File: src/include/acc_pkg.sv
// package: register map, field layout, timing constants and carrier types of the converter control block
// Contract
// - channel field selects analog input zero..seven
// - codes 000/001/010 divide oscillator 2/8/32
// - codes 100/101 divide oscillator 4/16
// - low bits x11 select internal rc clock
// - unimplemented bits read zero, writes ignored; ctrl bits 7:6 are stored and read back
// - go starts; done clears go, flags, interrupts
// - conversion lasts eleven conversion bit periods
// - reset turns off, aborts, keeps results
package acc_pkg;
   // ===================================================
   // register indices; the bus byte address is four times the index
   localparam logic [7:0] ACC_CTRL_INDEX = 8'h1f;
   localparam logic [7:0] ACC_CLKSEL_INDEX = 8'h9f;
   localparam logic [7:0] ACC_RESULT_INDEX = 8'h20;
   localparam logic [7:0] ACC_IRQ_STATUS_INDEX = 8'h21;
   localparam logic [7:0] ACC_IRQ_ENABLE_INDEX = 8'h22;
   localparam logic [7:0] ACC_IRQ_CLEAR_INDEX = 8'h23;
   // register byte addresses on the bus
   localparam logic [9:0] ACC_CTRL_ADDR = {ACC_CTRL_INDEX, 2'b00};
   localparam logic [9:0] ACC_CLKSEL_ADDR = {ACC_CLKSEL_INDEX, 2'b00};
   localparam logic [9:0] ACC_RESULT_ADDR = {ACC_RESULT_INDEX, 2'b00};
   localparam logic [9:0] ACC_IRQ_STATUS_ADDR = {ACC_IRQ_STATUS_INDEX, 2'b00};
   localparam logic [9:0] ACC_IRQ_ENABLE_ADDR = {ACC_IRQ_ENABLE_INDEX, 2'b00};
   localparam logic [9:0] ACC_IRQ_CLEAR_ADDR = {ACC_IRQ_CLEAR_INDEX, 2'b00};
   // ===================================================
   // field positions
   localparam int ACC_ENABLE_BIT = 0;
   localparam int ACC_GO_BIT = 1;
   localparam int ACC_CHAN_LSB = 2;
   localparam int ACC_CLK_LSB = 4;
   // writable masks (others read zero)
   localparam logic [7:0] ACC_CTRL_MASK = 8'hdf;
   localparam logic [7:0] ACC_CLKSEL_MASK = 8'h70;
   localparam logic [7:0] ACC_CTRL_RESET = 8'h00;
   localparam logic [7:0] ACC_CLKSEL_RESET = 8'h00;
   localparam logic [9:0] ACC_RESULT_RESET = 10'h000;
   // ===================================================
   // timing
   localparam int ACC_CONV_PERIODS = 11;
   localparam int ACC_CLK_MHZ = 250;
   localparam int ACC_RC_KHZ = 500;
   localparam int ACC_RC_HALF = (ACC_CLK_MHZ * 1000 + 2 * ACC_RC_KHZ - 1) / (2 * ACC_RC_KHZ);
   localparam logic [1:0] ACC_RESP_OKAY = 2'h0;
   localparam logic [1:0] ACC_RESP_SLVERR = 2'h2;
   // ===================================================
   // carrier to the analog macro
   typedef struct packed {
      logic power;
      logic [2:0] channel;
      logic sample;
      logic bit_strobe;
   } acc_analog_t;
   typedef enum logic [1:0] {
      ACC_IDLE = 2'b00,
      ACC_CONV = 2'b01
   } acc_state_t;
endpackage : acc_pkg

File: src/rtl/acc_top.sv
// converter control: channel select, clock select, conversion sequencing, bus slave
module acc_top #(
   parameter int RC_HALF = acc_pkg::ACC_RC_HALF
) (
   // clock and reset
   input wire logic clk_i,
   input wire logic resetn_i,
   // axi4-lite write
   input wire logic [9:0] s_awaddr_i,
   input wire logic s_awvalid_i,
   output logic s_awready_o,
   input wire logic [31:0] s_wdata_i,
   input wire logic [3:0] s_wstrb_i,
   input wire logic s_wvalid_i,
   output logic s_wready_o,
   output logic [1:0] s_bresp_o,
   output logic s_bvalid_o,
   input wire logic s_bready_i,
   // axi4-lite read
   input wire logic [9:0] s_araddr_i,
   input wire logic s_arvalid_i,
   output logic s_arready_o,
   output logic [31:0] s_rdata_o,
   output logic [1:0] s_rresp_o,
   output logic s_rvalid_o,
   input wire logic s_rready_i,
   // analog macro
   output acc_pkg::acc_analog_t analog_o,
   input wire logic [9:0] sar_result_i,
   // interrupt
   output logic irq_o
);
   import acc_pkg::*;

   // ===================================================
   // reset release
   logic [1:0] rst_sync_q;
   logic rst_n;
   always_ff @(posedge clk_i or negedge resetn_i)
   begin
      if (!resetn_i)
         rst_sync_q <= 2'b00;
      else
         rst_sync_q <= {rst_sync_q[0], 1'b1};
   end
   assign rst_n = rst_sync_q[1];

   // ===================================================
   // write channel capture: address and data in either order
   logic [9:0] awaddr_q;
   logic [31:0] wdata_q;
   logic [3:0] wstrb_q;
   logic aw_have_q, w_have_q;
   logic do_write;
   logic wr_hit;
   assign do_write = aw_have_q && w_have_q && !s_bvalid_o;
   // ready outputs are flops that always hold the inverse of the holding flags
   always_ff @(posedge clk_i or negedge rst_n)
   begin
      if (!rst_n)
      begin
         aw_have_q <= 1'b0;
         w_have_q <= 1'b0;
         s_awready_o <= 1'b1;
         s_wready_o <= 1'b1;
         awaddr_q <= 10'h000;
         wdata_q <= 32'h0000_0000;
         wstrb_q <= 4'h0;
         s_bvalid_o <= 1'b0;
         s_bresp_o <= ACC_RESP_OKAY;
      end
      else
      begin
         if (s_awvalid_i && s_awready_o)
         begin
            aw_have_q <= 1'b1;
            s_awready_o <= 1'b0;
            awaddr_q <= s_awaddr_i;
         end
         if (s_wvalid_i && s_wready_o)
         begin
            w_have_q <= 1'b1;
            s_wready_o <= 1'b0;
            wdata_q <= s_wdata_i;
            wstrb_q <= s_wstrb_i;
         end
         if (do_write)
         begin
            aw_have_q <= 1'b0;
            w_have_q <= 1'b0;
            s_awready_o <= 1'b1;
            s_wready_o <= 1'b1;
            s_bvalid_o <= 1'b1;
            s_bresp_o <= wr_hit ? ACC_RESP_OKAY : ACC_RESP_SLVERR;
         end
         else if (s_bvalid_o && s_bready_i)
            s_bvalid_o <= 1'b0;
      end
   end

   // write decode
   logic wr_ctrl, wr_clk, wr_en, wr_clr;
   assign wr_ctrl = do_write && awaddr_q == ACC_CTRL_ADDR && wstrb_q[0];
   assign wr_clk = do_write && awaddr_q == ACC_CLKSEL_ADDR && wstrb_q[0];
   assign wr_en = do_write && awaddr_q == ACC_IRQ_ENABLE_ADDR && wstrb_q[0];
   assign wr_clr = do_write && awaddr_q == ACC_IRQ_CLEAR_ADDR && wstrb_q[0];
   assign wr_hit = awaddr_q == ACC_CTRL_ADDR || awaddr_q == ACC_CLKSEL_ADDR
      || awaddr_q == ACC_IRQ_ENABLE_ADDR || awaddr_q == ACC_IRQ_CLEAR_ADDR
      || awaddr_q == ACC_RESULT_ADDR || awaddr_q == ACC_IRQ_STATUS_ADDR;

   // ===================================================
   // control and clock select registers
   logic [7:0] ctrl_q, clksel_q;
   logic done_ev;
   logic [2:0] conv_clock_field;
   logic [2:0] input_channel_field;
   logic converter_enable, go_bit;
   always_ff @(posedge clk_i or negedge rst_n)
   begin
      if (!rst_n)
      begin
         ctrl_q <= ACC_CTRL_RESET;
         clksel_q <= ACC_CLKSEL_RESET;
      end
      else
      begin
         if (wr_ctrl)
            ctrl_q <= wdata_q[7:0] & ACC_CTRL_MASK;
         if (done_ev)
            ctrl_q[ACC_GO_BIT] <= 1'b0;
         if (wr_clk)
            clksel_q <= wdata_q[7:0] & ACC_CLKSEL_MASK;
      end
   end
   assign converter_enable = ctrl_q[ACC_ENABLE_BIT];
   assign go_bit = ctrl_q[ACC_GO_BIT];
   assign input_channel_field = ctrl_q[ACC_CHAN_LSB +: 3];
   assign conv_clock_field = clksel_q[ACC_CLK_LSB +: 3];

   // ===================================================
   // conversion clock: oscillator divider or internal rc
   logic [5:0] div_q;
   logic [$clog2(RC_HALF+1)-1:0] rc_cnt_q;
   logic rc_q, rc_prev_q, rc_tick;
   logic [5:0] div_mask;
   logic bit_tick;
   always_ff @(posedge clk_i or negedge rst_n)
   begin
      if (!rst_n)
      begin
         div_q <= 6'h00;
         rc_cnt_q <= '0;
         rc_q <= 1'b0;
         rc_prev_q <= 1'b0;
      end
      else
      begin
         div_q <= div_q + 6'h01;
         rc_prev_q <= rc_q;
         if (rc_cnt_q == ($clog2(RC_HALF+1))'(RC_HALF - 1))
         begin
            rc_cnt_q <= '0;
            rc_q <= !rc_q;
         end
         else
            rc_cnt_q <= rc_cnt_q + 1'b1;
      end
   end
   assign rc_tick = rc_q && !rc_prev_q;
   // mask picks divide ratio
   assign div_mask = conv_clock_field == 3'h0 ? 6'h01 :
                     conv_clock_field == 3'h1 ? 6'h07 :
                     conv_clock_field == 3'h2 ? 6'h1f :
                     conv_clock_field == 3'h4 ? 6'h03 :
                     conv_clock_field == 3'h5 ? 6'h0f :
                     6'h3f;
   assign bit_tick = conv_clock_field[1:0] == 2'b11 ? rc_tick
                                                    : (div_q & div_mask) == div_mask;

   // ===================================================
   // conversion sequencer
   acc_state_t state_q;
   logic [3:0] period_q;
   logic [9:0] result_q;
   logic analog_bit_q;
   always_ff @(posedge clk_i or negedge rst_n)
   begin
      if (!rst_n)
      begin
         state_q <= ACC_IDLE;
         period_q <= 4'h0;
         analog_bit_q <= 1'b0;
      end
      else
      begin
         analog_bit_q <= 1'b0;
         case (state_q)
            ACC_IDLE:
               if (go_bit && converter_enable)
               begin
                  state_q <= ACC_CONV;
                  period_q <= 4'h0;
               end
            ACC_CONV:
               if (!go_bit || !converter_enable)
                  state_q <= ACC_IDLE;
               else if (bit_tick)
               begin
                  analog_bit_q <= 1'b1;
                  period_q <= period_q + 4'h1;
                  if (period_q == 4'(ACC_CONV_PERIODS - 1))
                     state_q <= ACC_IDLE;
               end
            default:
               state_q <= ACC_IDLE;
         endcase
      end
   end
   assign done_ev = state_q == ACC_CONV && go_bit && converter_enable && bit_tick
                    && period_q == 4'(ACC_CONV_PERIODS - 1);

   // results survive reset: no reset branch
   always_ff @(posedge clk_i)
   begin
      if (done_ev)
         result_q <= sar_result_i;
   end

   // ===================================================
   // interrupt status, enable, clear
   logic status_q, enable_q;
   always_ff @(posedge clk_i or negedge rst_n)
   begin
      if (!rst_n)
      begin
         status_q <= 1'b0;
         enable_q <= 1'b0;
         irq_o <= 1'b0;
      end
      else
      begin
         if (done_ev)
            status_q <= 1'b1;
         else if (wr_clr && wdata_q[0])
            status_q <= 1'b0;
         if (wr_en)
            enable_q <= wdata_q[0];
         irq_o <= status_q && enable_q;
      end
   end

   // ===================================================
   // analog carrier
   always_ff @(posedge clk_i or negedge rst_n)
   begin
      if (!rst_n)
         analog_o <= '0;
      else
      begin
         analog_o.power <= converter_enable;
         analog_o.channel <= input_channel_field;
         analog_o.sample <= state_q == ACC_CONV && converter_enable;
         analog_o.bit_strobe <= analog_bit_q;
      end
   end

   // ===================================================
   // read channel
   logic [31:0] rd_mux;
   logic rd_hit;
   assign rd_hit = s_araddr_i == ACC_CTRL_ADDR || s_araddr_i == ACC_CLKSEL_ADDR
      || s_araddr_i == ACC_RESULT_ADDR || s_araddr_i == ACC_IRQ_STATUS_ADDR
      || s_araddr_i == ACC_IRQ_ENABLE_ADDR || s_araddr_i == ACC_IRQ_CLEAR_ADDR;
   assign rd_mux = s_araddr_i == ACC_CTRL_ADDR ? {24'h0, ctrl_q} :
                   s_araddr_i == ACC_CLKSEL_ADDR ? {24'h0, clksel_q} :
                   s_araddr_i == ACC_RESULT_ADDR ? {22'h0, result_q} :
                   s_araddr_i == ACC_IRQ_STATUS_ADDR ? {31'h0, status_q} :
                   s_araddr_i == ACC_IRQ_ENABLE_ADDR ? {31'h0, enable_q} :
                   32'h0000_0000;
   always_ff @(posedge clk_i or negedge rst_n)
   begin
      if (!rst_n)
      begin
         s_rvalid_o <= 1'b0;
         s_arready_o <= 1'b1;
         s_rdata_o <= 32'h0000_0000;
         s_rresp_o <= ACC_RESP_OKAY;
      end
      else if (s_arvalid_i && s_arready_o)
      begin
         s_rvalid_o <= 1'b1;
         s_arready_o <= 1'b0;
         s_rdata_o <= rd_mux;
         s_rresp_o <= rd_hit ? ACC_RESP_OKAY : ACC_RESP_SLVERR;
      end
      else if (s_rready_i)
      begin
         s_rvalid_o <= 1'b0;
         s_arready_o <= 1'b1;
      end
   end
endmodule : acc_top

File: config.mk
export PLATFORM = sky130hd
export DESIGN_NAME = acc_top
export DESIGN_NICKNAME = d
export VERILOG_FILES = /design/src/include/acc_pkg.sv /design/src/rtl/acc_top.sv
export SDC_FILE = /design/constraint.sdc
export NUM_CORES = 1
export LEC_CHECK = 0
export BUFFER_PORTS_ARGS = -buffer_cell sky130_fd_sc_hd__buf_2
export CAP_MARGIN = 5
export CORE_MARGIN = 3
export CORE_UTILIZATION = 51
export CTS_CLUSTER_DIAMETER = 100
export DETAILED_ROUTE_END_ITERATION = 6
export GPL_TIMING_DRIVEN = 0
export PLACE_DENSITY = 0.91
export SETUP_SLACK_MARGIN = 0.3
export SLEW_MARGIN = 15
export SYNTH_ARGS = -nofsm -noshare
export SYNTH_HDL_FRONTEND = slang
export SYNTH_SLANG_ARGS = --single-unit
export TNS_END_PERCENT = 1
File: constraint.sdc
create_clock -name clk_i -period 2.7 [get_ports clk_i]
set_input_delay 0.675 -clock clk_i [delete_from_list [all_inputs] [get_ports clk_i]]
set_output_delay 0.675 -clock clk_i [all_outputs]
set_load 0.02 [all_outputs]
# [After elaboration in Yosys (flattened, before gate mapping)]
# Index checks and enable logic that the tools add are counted.
[totals] output_inout_bits=48 reg_bits=116 inputBits=73 word_cells=156
[classes] n_addsub=3 n_eq_ne=26 bitwise_logic=1 mux=44 n_reduce_logical=50
[op_table] op="== test 10 x 8 -> 1 bit (second input constant)" count=8
[op_table] op="2-to-1 mux 10 bit" count=3
[op_table] op="2-to-1 mux 6 bit" count=5
[op_table] op="logical AND 1 bit" count=23
[op_table] op="2-to-1 mux 1 bit" count=23
[op_table] op="== test 10 bit (second input constant)" count=2
[op_table] op="== test 10 x 7 -> 1 bit (second input constant)" count=2
[op_table] op="2-to-1 mux 2 bit" count=7
[op_table] op="nonzero test 2 bit" count=7
[op_table] op="2-to-1 mux 4 bit" count=3
[op_table] op="logical OR 1 bit" count=11
[op_table] op="adder 8 x 1 -> 8 bit (second input constant)" count=1
[op_table] op="== test 8 bit (second input constant)" count=1
[op_table] op="2-to-1 mux 8 bit" count=1
[op_table] op="one-hot mux 4 bit (2 select lines)" count=1
[op_table] op="adder 6 x 1 -> 6 bit (second input constant)" count=1
[op_table] op="AND 6 bit" count=1
[op_table] op="== test 3 bit (second input constant)" count=2
[op_table] op="== test 6 bit" count=1
[op_table] op="inequality test 2 bit (second input constant)" count=3
[op_table] op="logical NOT 1 bit" count=5
[op_table] op="adder 4 x 1 -> 4 bit (second input constant)" count=1
[op_table] op="== test 4 bit (second input constant)" count=1
[op_table] op="one-hot mux 2 bit (2 select lines)" count=1
[op_table] op="10 further kinds" count=10

# [Depth between registers and ports, before layout]
[logic_depth] ltp_word=12 ltp_mapped=6 mapped_depth_nobuf=6

# [Least setup slack after synthesis]
# No wires, ideal clock.
[synth_path] kind="in2reg" startpoint="input port s_araddr_i[8]" endpoint="register s_rdata_o[2]" stages=5 t_arrival_ps=1933 path_slack_ps=685 required_time_ps=2617 setup_time_ps=83 n_path_buf=0 path_cell_list="or3_4 -> or4_4 -> nor2_4 -> a22oi_1 -> o21ai_0"
[synth_between] elab_chain_len=4 word_cells_on_any_way=6 classes_between="eq/ne: 3; mux: 3"
[synth_lines] item="start, declared" line="acc_top.sv:20" rtl="input wire logic [9:0] s_araddr_i,"
[synth_lines] item="== test 10 x 8 -> 1 bit" line="acc_top.sv:276" rtl="s_araddr_i == ACC_RESULT_ADDR ? {22'h0, result_q} :"
[synth_lines] item="2-to-1 mux 10 bit" line="acc_top.sv:276"
[synth_lines] item="2-to-1 mux 10 bit" line="acc_top.sv:275" rtl="s_araddr_i == ACC_CLKSEL_ADDR ? {24'h0, clksel_q} :"
[synth_lines] item="2-to-1 mux 10 bit *" line="acc_top.sv:274" rtl="assign rd_mux = s_araddr_i == ACC_CTRL_ADDR ? {24'h0, ctrl_q} :"
[synth_lines] item="end signal, assigned" line="acc_top.sv:293" rtl="s_rdata_o <= rd_mux;"
[synth_lines] item="end, declared" line="acc_top.sv:23" rtl="output logic [31:0] s_rdata_o,"
# Mark *: on every way between the ends. The rest lies on a longest branch, timed or not.
# A chain may end at the register's enable or synchronous reset.

# [Worst setup path after layout]
[layout_path] startpoint="register div_q[2]" endpoint="register result_q[7], enable pin"
[layout_between] elab_chain_len=5
[layout_lines] item="start, declared" line="acc_top.sv:142" rtl="logic [5:0] div_q;"
[layout_lines] item="start signal, assigned" line="acc_top.sv:158" rtl="div_q <= div_q + 6'h01;"
[layout_lines] item="AND 6 bit" line="acc_top.sv:178" rtl=": (div_q & div_mask) == div_mask;"
[layout_lines] item="== test 6 bit" line="acc_top.sv:178"
[layout_lines] item="2-to-1 mux 1 bit" line="acc_top.sv:177" rtl="assign bit_tick = conv_clock_field[1:0] == 2'b11 ? rc_tick"
[layout_lines] item="logical AND 1 bit" line="acc_top.sv:219" rtl="assign done_ev = state_q == ACC_CONV && go_bit && converter_enable && bit_tick"
[layout_lines] item="logical AND 1 bit" line="acc_top.sv:220" rtl="&& period_q == 4'(ACC_CONV_PERIODS - 1);"
[layout_lines] item="via done_ev" line="acc_top.sv:114" rtl="logic done_ev;"
[layout_lines] item="end signal, assigned" line="acc_top.sv:226" rtl="result_q <= sar_result_i;"
[layout_lines] item="end, declared" line="acc_top.sv:184" rtl="logic [9:0] result_q;"
# The timed path passes the listed nets, and every way through them passes these cells.

==> impl_results.md <==
* Max-slew violations at 0
* Leakage dissipation at 0.002255 uW
* Number of vias in the routed layout at 2607
* GRT Resource Usage Total at 0.1807
* Via density at 4.966
* Pin count of the biggest net entering global routing at 42
* Syn Inst Count at 317
* Post-route ant nets at 0
* Congestion Overflow GR at 0
* Clk Latency, worst-skew pair at 0.35 ns
* FF-to-FF setup slack at 0.49 ns
* Synth warn at 0
* Initial DRT Pass Iterations at 4
* Die Ht at 93.35 um
* Global-route wire length before repair at 12.23 mm
* M2 GR Usage at 0.3175
* Final period demand of the worst path at 2.206 ns
* Worst Path Arrival at 2.24 ns
* Die Width at 93.35 um
* Final #Nets at 499
* TritonCTS clock tree: yes
* Unrepaired setup endpoints after global routing: false
* Main combinational cell family by area after synthesis: simple AND/OR/NAND/NOR gates
* Number of DRC markers in iteration 0 at 79
* Synth Area in XOR/XNOR at 0.02251
* Crit path largest cell delay at 0.47 ns
* Syn Area/Cell at 12.28 um^2
* DP Wirelength at 5.725 mm
* DRC at 0
* Largest area contributor in the netlist: dfrtp_1
* Max Cap Viol at 0
* Worst-margin pin slew at 0.6680 ns
* Core Box Area at 7331 um^2
* Area contributors post-synth: dfrtp_1 50%, mux2_2 8.4%, edfxtp_1 7.7%
* Crit Path Max Fanout at 12
* Routed wire length at 7.377 mm
* Htree depth at 3
* CP Data Required Time at 2.73 ns
* GR met3 Demand/Resource at 0.03620
* CTS Hold Bufs at 0
* Hold/Removal Path Class: input port to asynchronous set/reset pin
* Synth Area in Adders at 0.01608
* Slew HR at 0.5522
* Routability cong. at 0.7744
* Top Usage Layer GRT: met2
* Maximum clock frequency at 0.4533 GHz
* Crit Path Class: register to register
* R2R depth at 4
* EDFF count, synth at 10
* Antenna violations before repair at 1
* Avg WL per Cell at 14.05 um
* Post_cts resized at 0
* Pwr/cell area at 676.1 nW/um^2
* Worst clock skew at 0.009923 ns
* Initial Util at 0.5308
* Status: finished clean
* Synth Area in Simple Gates at 0.1325
* Number of antenna cells inserted at 0
* Vias in the first global route at 2703
* CP Capture Point: result_q[7]$_DFFE_PP_
* DIE AREA at 8714 um^2
* Critical path launch point type: register
* Final Hold Fails at 0
* Final Setup Violations at 0
* TritonCTS Buffers at 9
* Setup Buffers After CTS at 0
* I/O pins at 121
* Synth Area in Compound Gates at 0.06752
* Crit path cell chain: nand4_1 > o32a_1 > o31ai_4 > and3_2
* Sequential area share after synthesis at 0.5990
* Port bufs at 69
* Ys async rst share at 0.8901
* Final core occ at 0.6383
* Synth top cells by count: 78 x dfrtp_1, 31 x nand2_1, 29 x mux2_2
* Synth unique cells at 49
* Yosys reg bits at 91
* Mux cell area share after synthesis at 0.1006
* Top-count cell post-synth: dfrtp_1
* Slowest CP cell: and3_2
* CTS max path bufs at 2
* Synth top area share at 0.5016
* Fin crit share at 0.8171
* Clk slew on worst S/H paths at 0.09 ns
* Clock sinks at 91
* FF-to-FF Start: div_q[2]$_DFF_PN0_
* Syn Std Cell Area at 3891 um^2
* Crit path launch: div_q[2]$_DFF_PN0_
* Met1 Use GR at 0.2172
* Setup total negative slack at 0 ns
* Core Rows at 31
* Ys flop type: dfrtp_1
* Synth-to-Final Area Change at 20.26%
* Worst R2R End: result_q[7]$_DFFE_PP_
* CP Capture Type: register
* Root Buffer: clkbuf_8
* Worst vdd ir at 0.4996 mV
* Layout cells sized above 1 at 0.3568
-- power breakdown --
part	internal (uW)	switching [uW]
clock	519	449
sequential	1580	147
combinational	247	218
total	2350	814
-- logic make-up after synthesis --
logic type	count (synthesis)
and+or+nand+nor	94
DFF	91
AOI/OAI and AO/OA	42
buffers and inverters	38
muxes	35
xor gates and xnor gates	10
adders and majority gates	5
other	2
-- critical path: cells and delay by family, from the launching register on --
family | cells | cell delay [ns]
compound gates | 2 | 0.81
flops | 1 | 0.44
simple gates | 2 | 0.64
-- state kept, by name (all words and copies together) (netlist names), 4 cells and up --
register	cells
s_rdata_o	10
awaddr_q	10
div_q	6
wdata_q	8
result_q	10
analog_o	6
rc_cnt_q	8
period_q	4
ctrl_q	7
-- metal layers --
layer,up-vias,part of all wire,routed length (um)
li1,1259,-,-
met1,1251,0.41,2998
met2,84,0.51,3731
met3,11,0.072,531
met4,2,0.015,108
met5,-,0.00095,7
-- layout by cell type (no fill, tap or decap), drive strengths merged, types with 2 or more instances in the layout --
| master | synthesis | routed |
|---|---|---|
| nor2 | 19 | 19 |
| dfrtp | 78 | 78 |
| edfxtp | 10 | 10 |
| dfstp | 3 | 3 |
| a21oi | 9 | 9 |
| o21ai | 19 | 19 |
| and2 | 3 | 3 |
| nor3b | 3 | 3 |
| mux2 | 30 | 30 |
| bufinv | 0 | 2 |
| and3 | 4 | 4 |
| ha | 5 | 5 |
| conb | 2 | 25 |
| and3b | 2 | 2 |
| nand2 | 31 | 31 |
| a22oi | 5 | 5 |
| nand2b | 4 | 4 |
| or3 | 2 | 2 |
| nand3 | 10 | 10 |
| buf | 24 | 94 |
| nand4 | 2 | 2 |
| xnor2 | 4 | 4 |
| inv | 10 | 10 |
| nor4 | 2 | 2 |
| nor3 | 5 | 5 |
| clkinv | 0 | 2 |
| o31ai | 2 | 2 |
| a21boi | 2 | 2 |
| xor2 | 6 | 6 |
| clkbuf | 4 | 15 |
| mux2i | 5 | 5 |
-- per-stage QoR --
step | cell area [um^2] | setup slack (ns) | std cells | hold slack, ns | total power (uW)
after floorplan | 3979 | 0.6846 | 340 | 0.3311 | 2065
after global placement | 4448 | 0.3824 | 508 | 0.3364 | 2183
after detailed placement | 4471 | 0.3558 | 509 | 0.3197 | 2227
after CTS | 4679 | 0.5239 | 525 | 0.08226 | 3182
after global routing | 4679 | 0.4000 | 525 | 0.08594 | 3328
final | 4679 | 0.4938 | 525 | 0.09571 | 3164
-- worst min-delay path by stage --
| stage | startpoint | endpoint | slack (ns) | cells past startpoint |
|---|---|---|---|---|
| final | resetn_i | rst_sync_q[1]$_DFF_PN0_ | 0.1 | 1 |
| after global placement | rst_sync_q[0]$_DFF_PN0_ | rst_sync_q[1]$_DFF_PN0_ | 0.34 | 0 |
| after CTS | resetn_i | rst_sync_q[1]$_DFF_PN0_ | 0.08 | 1 |
| after floorplan | rst_sync_q[0]$_DFF_PN0_ | rst_sync_q[1]$_DFF_PN0_ | 0.33 | 0 |
| after detailed placement | rst_sync_q[1]$_DFF_PN0_ | w_have_q$_DFFE_PN0P_ | 0.32 | 0 |
| after global routing | resetn_i | rst_sync_q[1]$_DFF_PN0_ | 0.09 | 1 |
-- final cells by class --
cell class                      count  area (um^2)
Multi-Input combinational cell    211         1414
Clock inverter                      5        77.57
Fill cell                         566         2651
Timing Repair Buffer               70        365.4
Inverter                           10        37.54
Clock buffer                       11        131.4
Sequential cell                    91         2335
Tap cell                           99        123.9
Buffer                             28        195.2
Note: power is estimated with default switching activity, not from simulation.
